File: config.mk
export PLATFORM = sky130hd
export DESIGN_NAME = htcw_top
export DESIGN_NICKNAME = d
export VERILOG_FILES = /design/src/htcw_gptimer.v /design/src/htcw_lane.v /design/src/htcw_top.v
export VERILOG_INCLUDE_DIRS = /design/src
export SDC_FILE = /design/constraint.sdc
export NUM_CORES = 1
export LEC_CHECK = 0
export ABC_AREA = 1
export BUFFER_PORTS_ARGS = -buffer_cell sky130_fd_sc_hd__buf_2
export CAP_MARGIN = 15
export CORE_UTILIZATION = 45
export CTS_CLUSTER_DIAMETER = 100
export CTS_CLUSTER_SIZE = 40
export DETAILED_ROUTE_END_ITERATION = 8
export PLACE_DENSITY = 0.66
export SYNTH_ARGS = -nofsm -noshare
export SYNTH_HDL_FRONTEND = slang
export SYNTH_SLANG_ARGS = --single-unit
File: constraint.sdc
create_clock -name CLK -period 2.6 [get_ports CLK]
set_input_delay 0.26 -clock CLK [delete_from_list [all_inputs] [get_ports CLK]]
set_output_delay 0.26 -clock CLK [all_outputs]
set_load 0.005 [all_outputs]
File: src/htcw_regs.vh
// Register offsets, field positions, reset values and timing counts
`ifndef HTCW_REGS_VH
`define HTCW_REGS_VH

// ==========================================================================
// Register byte offsets
`define HTCW_TMR_CFG_OFS 8'h8c
`define HTCW_TMR_COUNT_OFS 8'h90
`define HTCW_WORD_ORDER_OFS 8'h98
`define HTCW_FREE_TICK_OFS 8'h9c
`define HTCW_RX_DISCARD_OFS 8'ha0

// ==========================================================================
// Field positions
`define HTCW_GPT_EN_BIT 29
`define HTCW_PRELOAD_MSB 15
`define HTCW_PRELOAD_LSB 0

// ==========================================================================
// Reset values and patterns
`define HTCW_PRELOAD_RST 16'hffff
`define HTCW_TMR_COUNT_RST 16'hffff
`define HTCW_WORD_ORDER_RST 32'h00000000
`define HTCW_SWAP_PATTERN 32'hffffffff
`define HTCW_FREE_TICK_RST 32'h00000000
`define HTCW_RX_DISCARD_RST 32'h00000000
`define HTCW_RX_HALFWAY_FROM 32'h7fffffff
`define HTCW_RX_HALFWAY_TO 32'h80000000
`define HTCW_UNMAPPED_DATA 16'h0000

// ==========================================================================
// Timing
`define HTCW_CLK_PERIOD_NS 40
`define HTCW_GPT_TICK_NS 100000
`define HTCW_GPT_TICK_CYCLES (`HTCW_GPT_TICK_NS / `HTCW_CLK_PERIOD_NS)
`define HTCW_FREE_CLR_NS 160
`define HTCW_FREE_CLR_CYCLES ((`HTCW_FREE_CLR_NS + `HTCW_CLK_PERIOD_NS - 1) / `HTCW_CLK_PERIOD_NS)

`endif

File: src/htcw_gptimer.v
// General purpose down-counting timer with its tick divider
`timescale 1ns/1ps
`default_nettype none
`include "htcw_regs.vh"

module htcw_gptimer (
    input wire clk,
    input wire rst,
    input wire run,
    input wire [15:0] preload,
    output reg [15:0] count_r,
    output reg wrap_r
);

    // Divider wraps once per timer tick
    localparam integer TICK_LAST_INT = `HTCW_GPT_TICK_CYCLES - 1;
    localparam [11:0] TICK_LAST = TICK_LAST_INT[11:0];

    reg [11:0] div_r;
    reg run_d_r;
    wire tick;
    wire start;

    assign tick = (div_r == TICK_LAST);
    assign start = run & ~run_d_r;

    // ======================================================================
    // Tick divider, restarted on every run start
    always @(posedge clk) begin
        if (rst) begin
            div_r <= 12'h000;
            run_d_r <= 1'b0;
        end else begin
            run_d_r <= run;
            if (start || !run || tick) begin
                div_r <= 12'h000;
            end else begin
                div_r <= div_r + 12'h001;
            end
        end
    end

    // ======================================================================
    // Count down, reload and flag on passing zero
    always @(posedge clk) begin
        if (rst) begin
            count_r <= `HTCW_TMR_COUNT_RST;
            wrap_r <= 1'b0;
        end else begin
            wrap_r <= 1'b0;
            if (start) begin
                count_r <= preload;
            end else if (run && tick) begin
                if (count_r == 16'h0000) begin
                    count_r <= preload;
                    wrap_r <= 1'b1;
                end else begin
                    count_r <= count_r - 16'h0001;
                end
            end
        end
    end

endmodule

`default_nettype wire

File: src/htcw_lane.v
// Half-word ordering between data FIFO words and the network side
`timescale 1ns/1ps
`default_nettype none

module htcw_lane (
    input wire clk,
    input wire rst,
    input wire rxh_valid,
    input wire [15:0] rxh_data,
    output reg rxw_valid_r,
    output reg [31:0] rxw_data_r,
    input wire txw_valid,
    input wire [31:0] txw_data,
    output wire txw_ready,
    output wire txh_valid,
    output reg [15:0] txh_data_r,
    input wire txh_ready
);

    reg rx_half_r;
    reg [15:0] rx_low_r;
    reg tx_busy_r;
    reg tx_phase_r;
    reg [15:0] tx_high_r;

    assign txw_ready = ~tx_busy_r;
    assign txh_valid = tx_busy_r;

    // ======================================================================
    // Receive: first half lands in the low half of the word
    always @(posedge clk) begin
        if (rst) begin
            rx_half_r <= 1'b0;
            rx_low_r <= 16'h0000;
            rxw_valid_r <= 1'b0;
            rxw_data_r <= 32'h00000000;
        end else begin
            rxw_valid_r <= 1'b0;
            if (rxh_valid) begin
                if (!rx_half_r) begin
                    rx_low_r <= rxh_data;
                    rx_half_r <= 1'b1;
                end else begin
                    rxw_data_r <= {rxh_data, rx_low_r};
                    rxw_valid_r <= 1'b1;
                    rx_half_r <= 1'b0;
                end
            end
        end
    end

    // ======================================================================
    // Transmit: low half goes out first
    always @(posedge clk) begin
        if (rst) begin
            tx_busy_r <= 1'b0;
            tx_phase_r <= 1'b0;
            tx_high_r <= 16'h0000;
            txh_data_r <= 16'h0000;
        end else if (!tx_busy_r) begin
            if (txw_valid) begin
                txh_data_r <= txw_data[15:0];
                tx_high_r <= txw_data[31:16];
                tx_busy_r <= 1'b1;
                tx_phase_r <= 1'b0;
            end
        end else if (txh_ready) begin
            if (!tx_phase_r) begin
                txh_data_r <= tx_high_r;
                tx_phase_r <= 1'b1;
            end else begin
                tx_busy_r <= 1'b0;
            end
        end
    end

endmodule

`default_nettype wire

File: src/htcw_top.v
// Host timers, counters and word order control behind a 16-bit host bus
`timescale 1ns/1ps
`default_nettype none
`include "htcw_regs.vh"

module htcw_top (
    input wire CLK,
    input wire RST,
    input wire CS_N,
    input wire RD_N,
    input wire WR_N,
    input wire [7:1] ADDR,
    input wire [15:0] DATA_IN,
    output reg [15:0] DATA_OUT,
    output reg DATA_OE,
    output wire UPPER_HALF_SEL,
    input wire RX_FRAME_DROPPED,
    output reg GPT_EVENT,
    output reg RX_HALFWAY_EVENT,
    input wire RXH_VALID,
    input wire [15:0] RXH_DATA,
    output wire RXW_VALID,
    output wire [31:0] RXW_DATA,
    input wire TXW_VALID,
    input wire [31:0] TXW_DATA,
    output wire TXW_READY,
    output wire TXH_VALID,
    output wire [15:0] TXH_DATA,
    input wire TXH_READY
);

    // ======================================================================
    // Helpers

    // Picks one 16-bit half of a word
    function [15:0] htcw_half;
        input [31:0] word;
        input upper;
        begin
            if (upper) begin
                htcw_half = word[31:16];
            end else begin
                htcw_half = word[15:0];
            end
        end
    endfunction

    // Replaces one 16-bit half of a word
    function [31:0] htcw_merge;
        input [31:0] word;
        input upper;
        input [15:0] data;
        begin
            if (upper) begin
                htcw_merge = {data, word[15:0]};
            end else begin
                htcw_merge = {word[31:16], data};
            end
        end
    endfunction

    // ======================================================================
    // Host bus strobes

    reg rd_act_d_r;
    reg wr_act_d_r;
    wire rd_act;
    wire wr_act;
    wire rd_start;
    wire wr_start;
    wire [7:0] byte_ofs;

    assign rd_act = ~CS_N & ~RD_N;
    assign wr_act = ~CS_N & ~WR_N;
    assign rd_start = rd_act & ~rd_act_d_r;
    assign wr_start = wr_act & ~wr_act_d_r & ~rd_act;
    assign byte_ofs = {ADDR[7:2], 2'b00};

    always @(posedge CLK) begin
        if (RST) begin
            rd_act_d_r <= 1'b0;
            wr_act_d_r <= 1'b0;
        end else begin
            rd_act_d_r <= rd_act;
            wr_act_d_r <= wr_act;
        end
    end

    // ======================================================================
    // Word order

    reg [31:0] word_order_r;
    wire swap;
    wire upper;

    assign swap = (word_order_r == `HTCW_SWAP_PATTERN);
    // Address bit one selects the internal half, inverted under swap
    assign upper = ADDR[1] ^ swap;
    assign UPPER_HALF_SEL = upper;

    // ======================================================================
    // Address decode

    reg sel_cfg;
    reg sel_cnt;
    reg sel_word;
    reg sel_free;
    reg sel_drop;

    always @* begin
        sel_cfg = 1'b0;
        sel_cnt = 1'b0;
        sel_word = 1'b0;
        sel_free = 1'b0;
        sel_drop = 1'b0;
        if (byte_ofs == `HTCW_TMR_CFG_OFS) begin
            sel_cfg = 1'b1;
        end else if (byte_ofs == `HTCW_TMR_COUNT_OFS) begin
            sel_cnt = 1'b1;
        end else if (byte_ofs == `HTCW_WORD_ORDER_OFS) begin
            sel_word = 1'b1;
        end else if (byte_ofs == `HTCW_FREE_TICK_OFS) begin
            sel_free = 1'b1;
        end else if (byte_ofs == `HTCW_RX_DISCARD_OFS) begin
            sel_drop = 1'b1;
        end
    end

    // ======================================================================
    // Timer configuration

    reg timer_run_r;
    reg [15:0] timer_preload_value_r;
    reg [31:0] cfg_nxt;
    wire [31:0] gp_timer_config;
    wire [15:0] timer_current_count;
    wire gpt_wrap;

    // Reserved bits stay zero in the assembled register
    assign gp_timer_config = {2'b00, timer_run_r, 13'h0000,
        timer_preload_value_r};

    always @* begin
        cfg_nxt = htcw_merge(gp_timer_config, upper, DATA_IN);
    end

    always @(posedge CLK) begin
        if (RST) begin
            timer_run_r <= 1'b0;
            timer_preload_value_r <= `HTCW_PRELOAD_RST;
        end else if (wr_start && sel_cfg) begin
            timer_run_r <= cfg_nxt[`HTCW_GPT_EN_BIT];
            if (timer_run_r && !cfg_nxt[`HTCW_GPT_EN_BIT]) begin
                timer_preload_value_r <= `HTCW_PRELOAD_RST;
            end else begin
                timer_preload_value_r <=
                    cfg_nxt[`HTCW_PRELOAD_MSB:`HTCW_PRELOAD_LSB];
            end
        end
    end

    htcw_gptimer u_timer (
        .clk(CLK),
        .rst(RST),
        .run(timer_run_r),
        .preload(timer_preload_value_r),
        .count_r(timer_current_count),
        .wrap_r(gpt_wrap)
    );

    // ======================================================================
    // Word order register

    always @(posedge CLK) begin
        if (RST) begin
            word_order_r <= `HTCW_WORD_ORDER_RST;
        end else if (wr_start && sel_word) begin
            word_order_r <= htcw_merge(word_order_r, upper, DATA_IN);
        end
    end

    // ======================================================================
    // Free tick counter, not gated by any power state

    reg [31:0] free_tick_count_r;
    reg [31:0] free_snap_r;
    reg free_pend_r;

    always @(posedge CLK) begin
        if (RST) begin
            free_tick_count_r <= `HTCW_FREE_TICK_RST;
        end else begin
            free_tick_count_r <= free_tick_count_r + 32'h00000001;
        end
    end

    // First half read freezes the whole value for the second
    always @(posedge CLK) begin
        if (RST) begin
            free_snap_r <= 32'h00000000;
            free_pend_r <= 1'b0;
        end else if (rd_start && sel_free) begin
            if (!free_pend_r) begin
                free_snap_r <= free_tick_count_r;
                free_pend_r <= 1'b1;
            end else begin
                free_pend_r <= 1'b0;
            end
        end
    end

    // ======================================================================
    // Dropped frame tally

    reg [31:0] dropped_frame_tally_r;
    reg [31:0] tally_nxt;
    reg [31:0] drop_snap_r;
    reg drop_pend_r;
    wire drop_clear;

    // Only the first half read clears; the second reads the frozen value
    assign drop_clear = rd_start & sel_drop & ~drop_pend_r;

    // A frame dropped in the clearing cycle is kept
    always @* begin
        tally_nxt = dropped_frame_tally_r;
        if (drop_clear) begin
            tally_nxt = `HTCW_RX_DISCARD_RST;
        end
        if (RX_FRAME_DROPPED) begin
            tally_nxt = tally_nxt + 32'h00000001;
        end
    end

    always @(posedge CLK) begin
        if (RST) begin
            dropped_frame_tally_r <= `HTCW_RX_DISCARD_RST;
            drop_snap_r <= 32'h00000000;
            drop_pend_r <= 1'b0;
            RX_HALFWAY_EVENT <= 1'b0;
        end else begin
            dropped_frame_tally_r <= tally_nxt;
            RX_HALFWAY_EVENT <= (dropped_frame_tally_r == `HTCW_RX_HALFWAY_FROM) &&
                (tally_nxt == `HTCW_RX_HALFWAY_TO);
            if (rd_start && sel_drop) begin
                if (!drop_pend_r) begin
                    drop_snap_r <= dropped_frame_tally_r;
                    drop_pend_r <= 1'b1;
                end else begin
                    drop_pend_r <= 1'b0;
                end
            end
        end
    end

    // ======================================================================
    // Timer event

    always @(posedge CLK) begin
        if (RST) begin
            GPT_EVENT <= 1'b0;
        end else begin
            GPT_EVENT <= gpt_wrap;
        end
    end

    // ======================================================================
    // Read data

    reg [15:0] rd_half;

    always @* begin
        rd_half = `HTCW_UNMAPPED_DATA;
        if (sel_cfg) begin
            rd_half = htcw_half(gp_timer_config, upper);
        end else if (sel_cnt) begin
            rd_half = htcw_half({16'h0000, timer_current_count}, upper);
        end else if (sel_word) begin
            rd_half = htcw_half(word_order_r, upper);
        end else if (sel_free) begin
            if (free_pend_r) begin
                rd_half = htcw_half(free_snap_r, upper);
            end else begin
                rd_half = htcw_half(free_tick_count_r, upper);
            end
        end else if (sel_drop) begin
            if (drop_pend_r) begin
                rd_half = htcw_half(drop_snap_r, upper);
            end else begin
                rd_half = htcw_half(dropped_frame_tally_r, upper);
            end
        end
    end

    always @(posedge CLK) begin
        if (RST) begin
            DATA_OUT <= 16'h0000;
            DATA_OE <= 1'b0;
        end else begin
            DATA_OE <= rd_act;
            if (rd_start) begin
                DATA_OUT <= rd_half;
            end
        end
    end

    // ======================================================================
    // Data FIFO half ordering to and from the network

    htcw_lane u_lane (
        .clk(CLK),
        .rst(RST),
        .rxh_valid(RXH_VALID),
        .rxh_data(RXH_DATA),
        .rxw_valid_r(RXW_VALID),
        .rxw_data_r(RXW_DATA),
        .txw_valid(TXW_VALID),
        .txw_data(TXW_DATA),
        .txw_ready(TXW_READY),
        .txh_valid(TXH_VALID),
        .txh_data_r(TXH_DATA),
        .txh_ready(TXH_READY)
    );

endmodule

`default_nettype wire

# --- Yosys cells after proc, flatten, opt, wreduce, memory -nomap -nowiden ---
# Cells that the tools add are included.
classes:
  add_sub_neg: 4
  eq_ne: 12
  muxes: 52
  bitwise_logic: 23
  n_reduce_logical: 27
op_table:
  columns: ["op", "n"]
  rows:
  - ["16-bit two-way mux", 22]
  - ["32-bit by 1-bit adder with 32-bit output (second input constant)", 2]
  - ["32-bit == test (second input constant)", 2]
  - ["32-bit two-way mux", 2]
  - ["32-bit by 31-bit == test with 1-bit output (second input constant)", 1]
  - ["6-bit == test (second input constant)", 5]
  - ["30-bit two-way mux", 1]
  - ["1-bit two-way mux", 27]
  - ["2-bit AND reduction", 9]
  - ["16-bit zero test", 1]
  - ["16-bit by 1-bit subtractor with 16-bit output (second input constant)", 1]
  - ["1-bit NOT", 14]
  - ["12-bit by 1-bit adder with 12-bit output (second input constant)", 1]
  - ["12-bit == test (second input constant)", 1]
  - ["1-bit bitwise AND", 8]
  - ["1-bit logical AND", 7]
  - ["2-bit inequality test (second input constant)", 2]
  - ["2-bit nonzero test", 2]
  - ["2-bit OR reduction", 2]
  - ["3-bit AND reduction", 1]
  - ["3-bit OR reduction", 1]
  - ["1-bit zero test", 2]
  - ["1-bit logical OR", 2]
  - ["2-bit by 1-bit inequality test with 1-bit output (second input constant)", 1]
  - ["1-bit XOR", 1]
word_totals:
  register_bits: 313
  input_bits: 80
  output_inout_bits: 71
  elab_cells: 145

# --- Longest topological paths before layout ---
# Gate-level depths: netlist (run 1).
depth:
  depth_word: 13
  depth_mapped: 22

# --- Cells and area by module ---
# A second synthesis (run 1) with hierarchy kept.
hier_totals:
  cells_unflattened: 2286
  area_unflattened_um2: 15541.2
by_module_without_submodules:
  columns: ["mod", "n_inst", "cells_each", "area_per_inst_um2"]
  rows:
  - ["htcw_top", 1, 1518, 10302.4]
  - ["htcw_lane", 1, 448, 3244.4]
  - ["htcw_gptimer", 1, 320, 1994.4]

# --- Least setup slack after synthesis (run 1) ---
# OpenSTA, ideal clock, no wires.
synth_path:
  path_kind: "register -> register"
  from: "reg drop_pend_r"
  to: "reg dropped_frame_tally_r[28]"
  setup_time_ns: 0.071
  arrival_ns: 2.225
  slack_ns: 0.305
  path_stages_with_launch: 19
  n_path_buf: 3
  cell_sequence: "dfxtp_1 buf_2 inv_2 nand3_4 buf_6 buf_6 nand2_1 inv_1 ha_1 nand2_1 inv_1 nand3_2 nor2_2 nand3_2 nor2_4 nand3b_1 nor2_1 nand2_1 a21oi_1"
synth_via:
  elab_chain_cells: 5
synth_lines:
  columns: ["item", "line", "text"]
  rows:
  - ["start: declaration", "htcw_top.v:218", "reg drop_pend_r;"]
  - ["start signal: assignment", "htcw_top.v:239", "drop_pend_r <= 1'b0;"]
  - ["start signal: assignment", "htcw_top.v:248", "drop_pend_r <= 1'b1;"]
  - ["start signal: assignment", "htcw_top.v:250", "drop_pend_r <= 1'b0;"]
  - ["1-bit NOT (no source line) (*)", null, null]
  - ["1-bit bitwise AND (*)", "htcw_top.v:222", "assign drop_clear = rd_start & sel_drop & ~drop_pend_r;"]
  - ["32-bit two-way mux (*)", "htcw_top.v:227", "if (drop_clear) begin"]
  - ["32-bit by 1-bit adder with 32-bit output", "htcw_top.v:231", "tally_nxt = tally_nxt + 32'h00000001;"]
  - ["32-bit two-way mux (*)", "htcw_top.v:230", "if (RX_FRAME_DROPPED) begin"]
  - ["end signal: assignment", "htcw_top.v:237", "dropped_frame_tally_r <= `HTCW_RX_DISCARD_RST;"]
  - ["end signal: assignment", "htcw_top.v:242", "dropped_frame_tally_r <= tally_nxt;"]
  - ["end: declaration", "htcw_top.v:215", "reg [31:0] dropped_frame_tally_r;"]
# Mark *: on every way between the ends. The rest lies on a longest branch, timed or not.
# A chain may end at the register's enable or synchronous reset.

# --- Final worst setup path (run 1) ---
layout_path:
  from: "reg word_order_r[0]"
  to: "reg DATA_OUT[4]"
layout_via:
  elab_chain_cells: 9
  elab_cells_between_ends: 16
  classes_between: "eq/ne (1); mux (14); bitwise (1)"
layout_lines:
  columns: ["item", "line", "text"]
  rows:
  - ["start: declaration", "htcw_top.v:92", "reg [31:0] word_order_r;"]
  - ["start signal: assignment", "htcw_top.v:176", "word_order_r <= `HTCW_WORD_ORDER_RST;"]
  - ["start signal: assignment", "htcw_top.v:178", "word_order_r <= htcw_merge(word_order_r, upper, DATA_IN);"]
  - ["32-bit == test (no source line) (*)", null, null]
  - ["1-bit XOR (*)", "htcw_top.v:98", "assign upper = ADDR[1] ^ swap;"]
  - ["16-bit two-way mux", "htcw_top.v:40", "if (upper) begin"]
  - ["16-bit two-way mux", "htcw_top.v:287", "if (drop_pend_r) begin"]
  - ["16-bit two-way mux", "htcw_top.v:286", "end else if (sel_drop) begin"]
  - ["16-bit two-way mux", "htcw_top.v:280", "end else if (sel_free) begin"]
  - ["16-bit two-way mux", "htcw_top.v:278", "end else if (sel_word) begin"]
  - ["16-bit two-way mux", "htcw_top.v:276", "end else if (sel_cnt) begin"]
  - ["16-bit two-way mux (*)", "htcw_top.v:274", "if (sel_cfg) begin"]
  - ["end signal: assignment", "htcw_top.v:302", "DATA_OUT <= rd_half;"]
  - ["end: declaration", "htcw_top.v:14", "output reg [15:0] DATA_OUT,"]
# Marks and branches as above.

==> results.md, run 1 <==
- Status: finished clean
- Area leader, netlist: dfxtp_1
- Clk Latency, worst-skew pair: ~540 ps
- Setup violations, final: 0
- Top Ports: 151
- Final period utilization: 94.3%
- Drt first pass iters: 6
- Tmin final: 2450 ps
- Hold WC Path Type: input port to flip-flop
- All-Layer GR Usage: between 20 and 25%
- Vias: 14.7k
- Nature of the critical path startpoint: flip-flop
- Final WL: 42,700 um
- # DRC: 0
- Most instantiated cells after synthesis: nand2_1, dfxtp_1, inv_1
- Ys flop type: dfxtp_1
- PwrDens: 498 mW/mm2
- Storage cell area: 0.00627 mm2
- Die Ht: between 150 and 200 um
- TritonCTS clock tree: yes
- Rel. slew slack: 61.7%
- Area contributors post-synth: dfxtp_1, nand2_1, a21oi_1, o21ai_0, inv_1
- Clk buf depth: 3
- Cell Rows: 66
- Nets: between 2k and 2.5k
- Iter 0 DRT Violations: 1,257
- Worst VDD drop: 481 uV
- Clk root buf: clkbuf_16
- Fillers: 3,203
- Area share of the largest cell type after synthesis: 42.0%
- CTS H-tree depth: 1
- Core ar.: approximately 0.033 mm2
- Layout cell share with drive strength beyond 1: 12.6%
- Worst path required time: 3080 ps
- Mapped Cells: 2,149
- Clock Skew: just over 40 ps
- Antenna violations before repair: 0
- DP Wirelength: 30,000 um
- Vias in the first global route: 13.4k
- Num CTS Buffers: 13
- First-pass GRT wire length: between 60,000 and 70,000 um
- Syn Area/Cell: 6.95 um2
- RSZ-0062 raised after global routing: no
- Critical Path AT: ~2900 ps
- Count leader, synth: nand2_1
- Setup slack, reg-to-reg: 150 ps
- Ant. Diodes: 0
- EDFF count, synth: 0
- Worst Max-Slew Pin Slew: ~570 ps
- Post-DRT Antenna Nets: 0
- Clk slew on worst S/H paths: 130 ps
- Grt total ovfl: 0
- Num Clock Sinks: 313
- Initial Util: 45.8%
- Yosys reg bits: 313
- Warning count from the yosys run: 0
- Vias per inst: ~5.3
- Largest net degree at the start of global routing: 108
- Routed wire per std cell: 15.5 um
- Max Slew Vio Count: 0
- Post-synthesis cell area: 0.0149 mm2
- Setup TNS: 0 ps
- Critical path type: flip-flop to flip-flop
- Die ar.: 0.0339 mm2
- Seq/Total Area, Yosys: 42.0%
- Asr flop ratio synth: 0%
- Cell variety after synth: 49
- Hold Fails Final Rpt: 0
- Mapped Nets: 2,234
- GPL Wtd Cong: 0.911
- Overall power: 8.58 mW
- Area Overhead vs Synth: 15.3%
- Worst Setup End Kind: flip-flop
- Die width: 184 um
- Footprint of the multi-input gates: 0.00718 mm2
- Crit-path max FO: 30
- LEAKAGE: 7.13 nW
- Count of maximum capacitance violations: 0
- Port bufs: 150
- Fmax: 0.408 GHz
-- worst paths after layout --
| check | endpoint | cells after the start | start |
|---|---|---|---|
| worst max-delay path | DATA_OUT[4]$_SDFFE_PP0P_ | 13 | word_order_r[0]$_SDFFE_PP0P_ |
| worst min-delay path | timer_preload_value_r[12]$_SDFFE_PP1P_ | 3 | DATA_IN[12] |
| worst max register to register | DATA_OUT[4]$_SDFFE_PP0P_ | 13 | word_order_r[0]$_SDFFE_PP0P_ |
| worst min register to register | GPT_EVENT$_SDFF_PP0_ | 2 | u_timer.wrap_r$_SDFF_PP0_ |
-- power breakdown --
part	leakage, nW	switching [mW]	internal [mW]
Combinational	4.36	0.463	0.302
Sequential	2.54	0.0631	4.91
Clock	0.225	1.72	1.12
Total	7.13	2.25	6.33
-- logic make-up after synthesis --
| logic type | after synthesis | share of synthesized area (%) |
|---|---|---|
| fa+ha+maj | 5 | 0.419 |
| buf+inv | 367 | 10.0 |
| compound gates | 500 | 18.2 |
| xor+xnor | 28 | 1.64 |
| simple gates | 936 | 27.8 |
| flops | 313 | 42.0 |
-- metal layers --
| layer | routed length, um | global-route usage, % | up-vias |
|---|---|---|---|
| li1 | - | - | 7322 |
| met1 | 19500 | 34.2 | 6771 |
| met2 | 19400 | 40.6 | 496 |
| met3 | 2800 | 3.50 | 70 |
| met4 | 1070 | 6.50 | 0 |
| met5 | 0 | 0 | - |
-- layout by cell type, fill, tap and decap left out, types with 20 or more instances in the layout --
cell type        n
buf_2          149
nor3_1          32
a31oi_1         20
nand4_1         26
o21ai_1         34
o211ai_1        26
nor2_1         167
inv_1          236
o21ai_0        194
a21oi_1        198
dfxtp_1        313
dlygate4sd3_1   51
buf_4           48
nand2_1        471
nand3_1        161
-- through the flow --
step	instance area, um2	util [%]	instances	setup WS [ps]	hold WS [ps]
6_report	17200	52.8	2751	148	10.6
4_1_cts	17200	52.8	2751	94.8	1.13
3_5_place_dp	16200	49.8	2678	133	416
3_3_place_gp	16200	49.8	2678	260	409
5_1_grt	17200	52.8	2751	0.0353	3.79
2_1_floorplan	14900	-	2149	305	363
-- cell type report --
cell class              instances  area share [%]
clock inverters                 8           0.821
multi-input cells            1469            41.7
repair buffers                258            10.6
well taps                     442            3.21
flip-flops and latches        313            36.4
clock buffers                  14            1.91
inverters                     247            5.41
-- what timing repair did --
item / CTS / global route
resized for setup: 0 / 3
endpoints found under the hold margin: 52 / 0
setup endpoints to repair: 0 / 17
buffers inserted: 0 / 0
hold buffers: 51 / 0
-- state kept, by name, summed over array words and instances (netlist names), 12 cells and up --
register               flops
word_order_r              32
u_lane.txh_data_r         16
dropped_frame_tally_r     32
drop_snap_r               32
u_timer.div_r             12
u_lane.tx_high_r          16
u_lane.rx_low_r           16
free_tick_count_r         32
timer_preload_value_r     16
u_lane.rxw_data_r         32
free_snap_r               32
u_timer.count_r           16
DATA_OUT                  16
-- critical path, stage by stage, from the launching register on --
cell     delay, ps
dfxtp_1        380
nand2_1         60
nor2_1         200
nand2_1         90
nor2_2         170
nand3_4        180
nand2_4        290
buf_12         220
nor2_1          60
o21ai_1        230
nand2_1        160
nand3_1        150
nand2_1         80
a21oi_1        120
(Power assumes the default switching activity.)
==> run 2, diff against run 1 <==
--- a/config.mk
+++ b/config.mk
@@ -13,7 +13,7 @@
 export CTS_CLUSTER_DIAMETER = 100
 export CTS_CLUSTER_SIZE = 40
 export DETAILED_ROUTE_END_ITERATION = 8
-export PLACE_DENSITY = 0.66
+export PLACE_DENSITY = 0.72
 export SYNTH_ARGS = -nofsm -noshare
 export SYNTH_HDL_FRONTEND = slang
 export SYNTH_SLANG_ARGS = --single-unit
==> run 2 against run 1 <==
Against the previous run:
- hold slack worse by 3.9 ps
- non-clock buffer count decreased by 16
- die area did not move
- worst setup slack gained 82 ps
- register-to-register slack gained 80 ps
- sequential cell count unchanged
- cell count is 0.69% lower
- highest routed layer unchanged
==> results.md, run 2 (synthesis gave the netlist of run 1 again) <==
- Num CTS Buffers: 13
- Final core area utilization: 52.2%
- Layout cell share with drive strength beyond 1: 12.4%
- Die ar.: 0.0339 mm2
- Post-DRT Antenna Nets: 0
- Vias: 14.7k
- LEAKAGE: between 7 and 8 nW
- Critical Path AT: 2830 ps
- Max Slew Vio Count: 0
- First-pass GRT wire length: 68,300 um
- FF-to-FF path depth: 12
- GPL Wtd Cong: 0.992
- Most frequent cells in the layout: nand2_1, dfxtp_1, inv_1
- Critical Path Stages: 12
- Family with the most delay on the worst path: simple AND/OR/NAND/NOR gates
- Met3 Resource Use GR: 3.68%
- Initial Util: about 46%
- Most used routing layer: met2
- Largest net degree at the start of global routing: 177
- Crit path capture: timer_preload_value_r[7]$_SDFFE_PP1P_
- Num Clock Sinks: 313
- Routed wire per std cell: approximately 15 um
- Die width: 184 um
- Hold Fails Final Rpt: 0
- Grt total ovfl: 0
- Vias in the first global route: 13.4k
- Cell area after layout: ~0.017 mm2
- Count of maximum capacitance violations: 0
- Status: finished clean
- Iter 0 DRT Violations: 1,510
- Highest-delay cell along the critical path: dfxtp_1
- Tmin final: between 2000 and 2500 ps
- Nature of the critical path startpoint: flip-flop
- Crit-path max FO: 23
- Placed Area: 0.0161 mm2
- Core ar.: 0.0326 mm2
- Met1 Use GR: 32.8%
- Cell Rows: 66
- Antenna violations before repair: 0
- Clk slew on worst S/H paths: 140 ps
- All-Layer GR Usage: 24.6%
- Final period utilization: about nine tenths
- Die Ht: about 180 um
- DP Wirelength: 29,200 um
- Clk Latency, worst-skew pair: 530 ps
- Clock Skew: 46.3 ps
- Worst VDD drop: 381 uV
- Final worst slack: 230 ps
- Worst Setup End Kind: flip-flop
- Critical path type: flip-flop to flip-flop
- WP buf/inv: 1
- Beginning of the critical path: word_order_r[0]$_SDFFE_PP0P_
- Clk root buf: clkbuf_16
- Highest cell delay on the worst timing path: 400 ps
- # DRC: 0
- Clk buf depth: 3
- Setup slack at placement: 239 ps
- Crit path cell chain: nand2_1, nor2_1, nand2_1, nor2_1, nand3_2, nand2_4, nand2_2, nor2_4, o21ai_4, inv_2, o21ai_0, o211ai_2
- Port bufs: 150
- Met2 Resource Use GR: between 40% and 50%
- Reg2reg start: word_order_r[0]$_SDFFE_PP0P_
- PwrDens: 498 mW/mm2
- Top Ports: approximately 150
- Fillers: 3,204
- Hold WC Path Type: input port to flip-flop
- RSZ-0062 raised after global routing: no
- Worst Max-Slew Pin Slew: 823 ps
- Rel. slew slack: about 45%
- Setup violations, final: 0
- R2R Path End: timer_preload_value_r[7]$_SDFFE_PP1P_
- Final WL: 42,300 um
- Nets: 2,371
- Commonest non-fill, non-tap cell in the layout: nand2_1
- Fmax: 0.422 GHz
- Setup TNS: 0 ps
- Area Overhead vs Synth: 14.0%
- Ant. Diodes: 0
- CTS H-tree depth: 1
- Worst path required time: 3060 ps
- Vias per inst: ~5.4
- TritonCTS clock tree: yes
- Setup slack, reg-to-reg: 230 ps
- Drt first pass iters: 6
==> run 2: stage by stage <==
stage               hold WS, ps  total power [mW]  instances
floorplan                   363              5.48       2149
global placement            421              5.74       2670
detailed placement          426              5.75       2670
CTS                        1.58              8.51       2732
global route               5.13              8.78       2732
finish                     6.72              8.47       2732
==> run 2: area by class of cell <==
| cell class | instances | area (um2) | area share (%) |
|---|---|---|---|
| Clock buffer | 14 | 339 | 1.99 |
| Clock inverter | 5 | 103 | 0.603 |
| Inverter | 247 | 930 | 5.46 |
| Multi-Input combinational cell | 1469 | 7180 | 42.2 |
| Sequential cell | 313 | 6270 | 36.8 |
| Tap cell | 442 | 553 | 3.25 |
| Timing Repair Buffer | 242 | 1640 | 9.63 |
==> run 2: per-layer routing <==
| layer | up-vias | share of wire (%) |
|---|---|---|
| met1 | 6779 | 44 |
| li1 | 7294 | - |
| met5 | - | 0 |
| met4 | 0 | 2.6 |
| met3 | 68 | 7.5 |
| met2 | 575 | 46 |
==> run 2: worst min path at each step <==
stage,start,endpoint,depth (start not counted)
after global routing,TXW_DATA[0],u_lane.txh_data_r[0]$_SDFFE_PP0P_,3
final,TXW_DATA[0],u_lane.txh_data_r[0]$_SDFFE_PP0P_,3
after CTS,TXW_DATA[0],u_lane.txh_data_r[0]$_SDFFE_PP0P_,3
after detailed placement,u_timer.wrap_r$_SDFF_PP0_,GPT_EVENT$_SDFF_PP0_,2
after global placement,u_lane.rx_low_r[5]$_SDFFE_PP0P_,u_lane.rxw_data_r[5]$_SDFFE_PP0P_,2
after floorplan,RXH_DATA[15],u_lane.rxw_data_r[31]$_SDFFE_PP0P_,2
==> run 2: what timing repair did <==
action | CTS | global route
resized for setup | 0 | 1
setup buffers | 0 | 0
endpoints found under the hold margin | 42 | 0
hold buffers | 43 | 0
endpoints found under the setup margin | 0 | 1
==> run 2: tightest hold or removal path: cells and delay by family <==
| family | cells | cell delay, ps |
|---|---|---|
| AOI/OAI and AO/OA | 1 | 70 |
| buffers and inverters | 1 | 100 |
| and+or+nand+nor | 1 | 50 |
==> run 2: power breakdown <==
| group | leakage [nW] | switching, mW | internal, mW |
|---|---|---|---|
| logic | 4.27 | 0.468 | 0.284 |
| clock network | 0.213 | 1.71 | 1.05 |
| registers | 2.54 | 0.0612 | 4.91 |
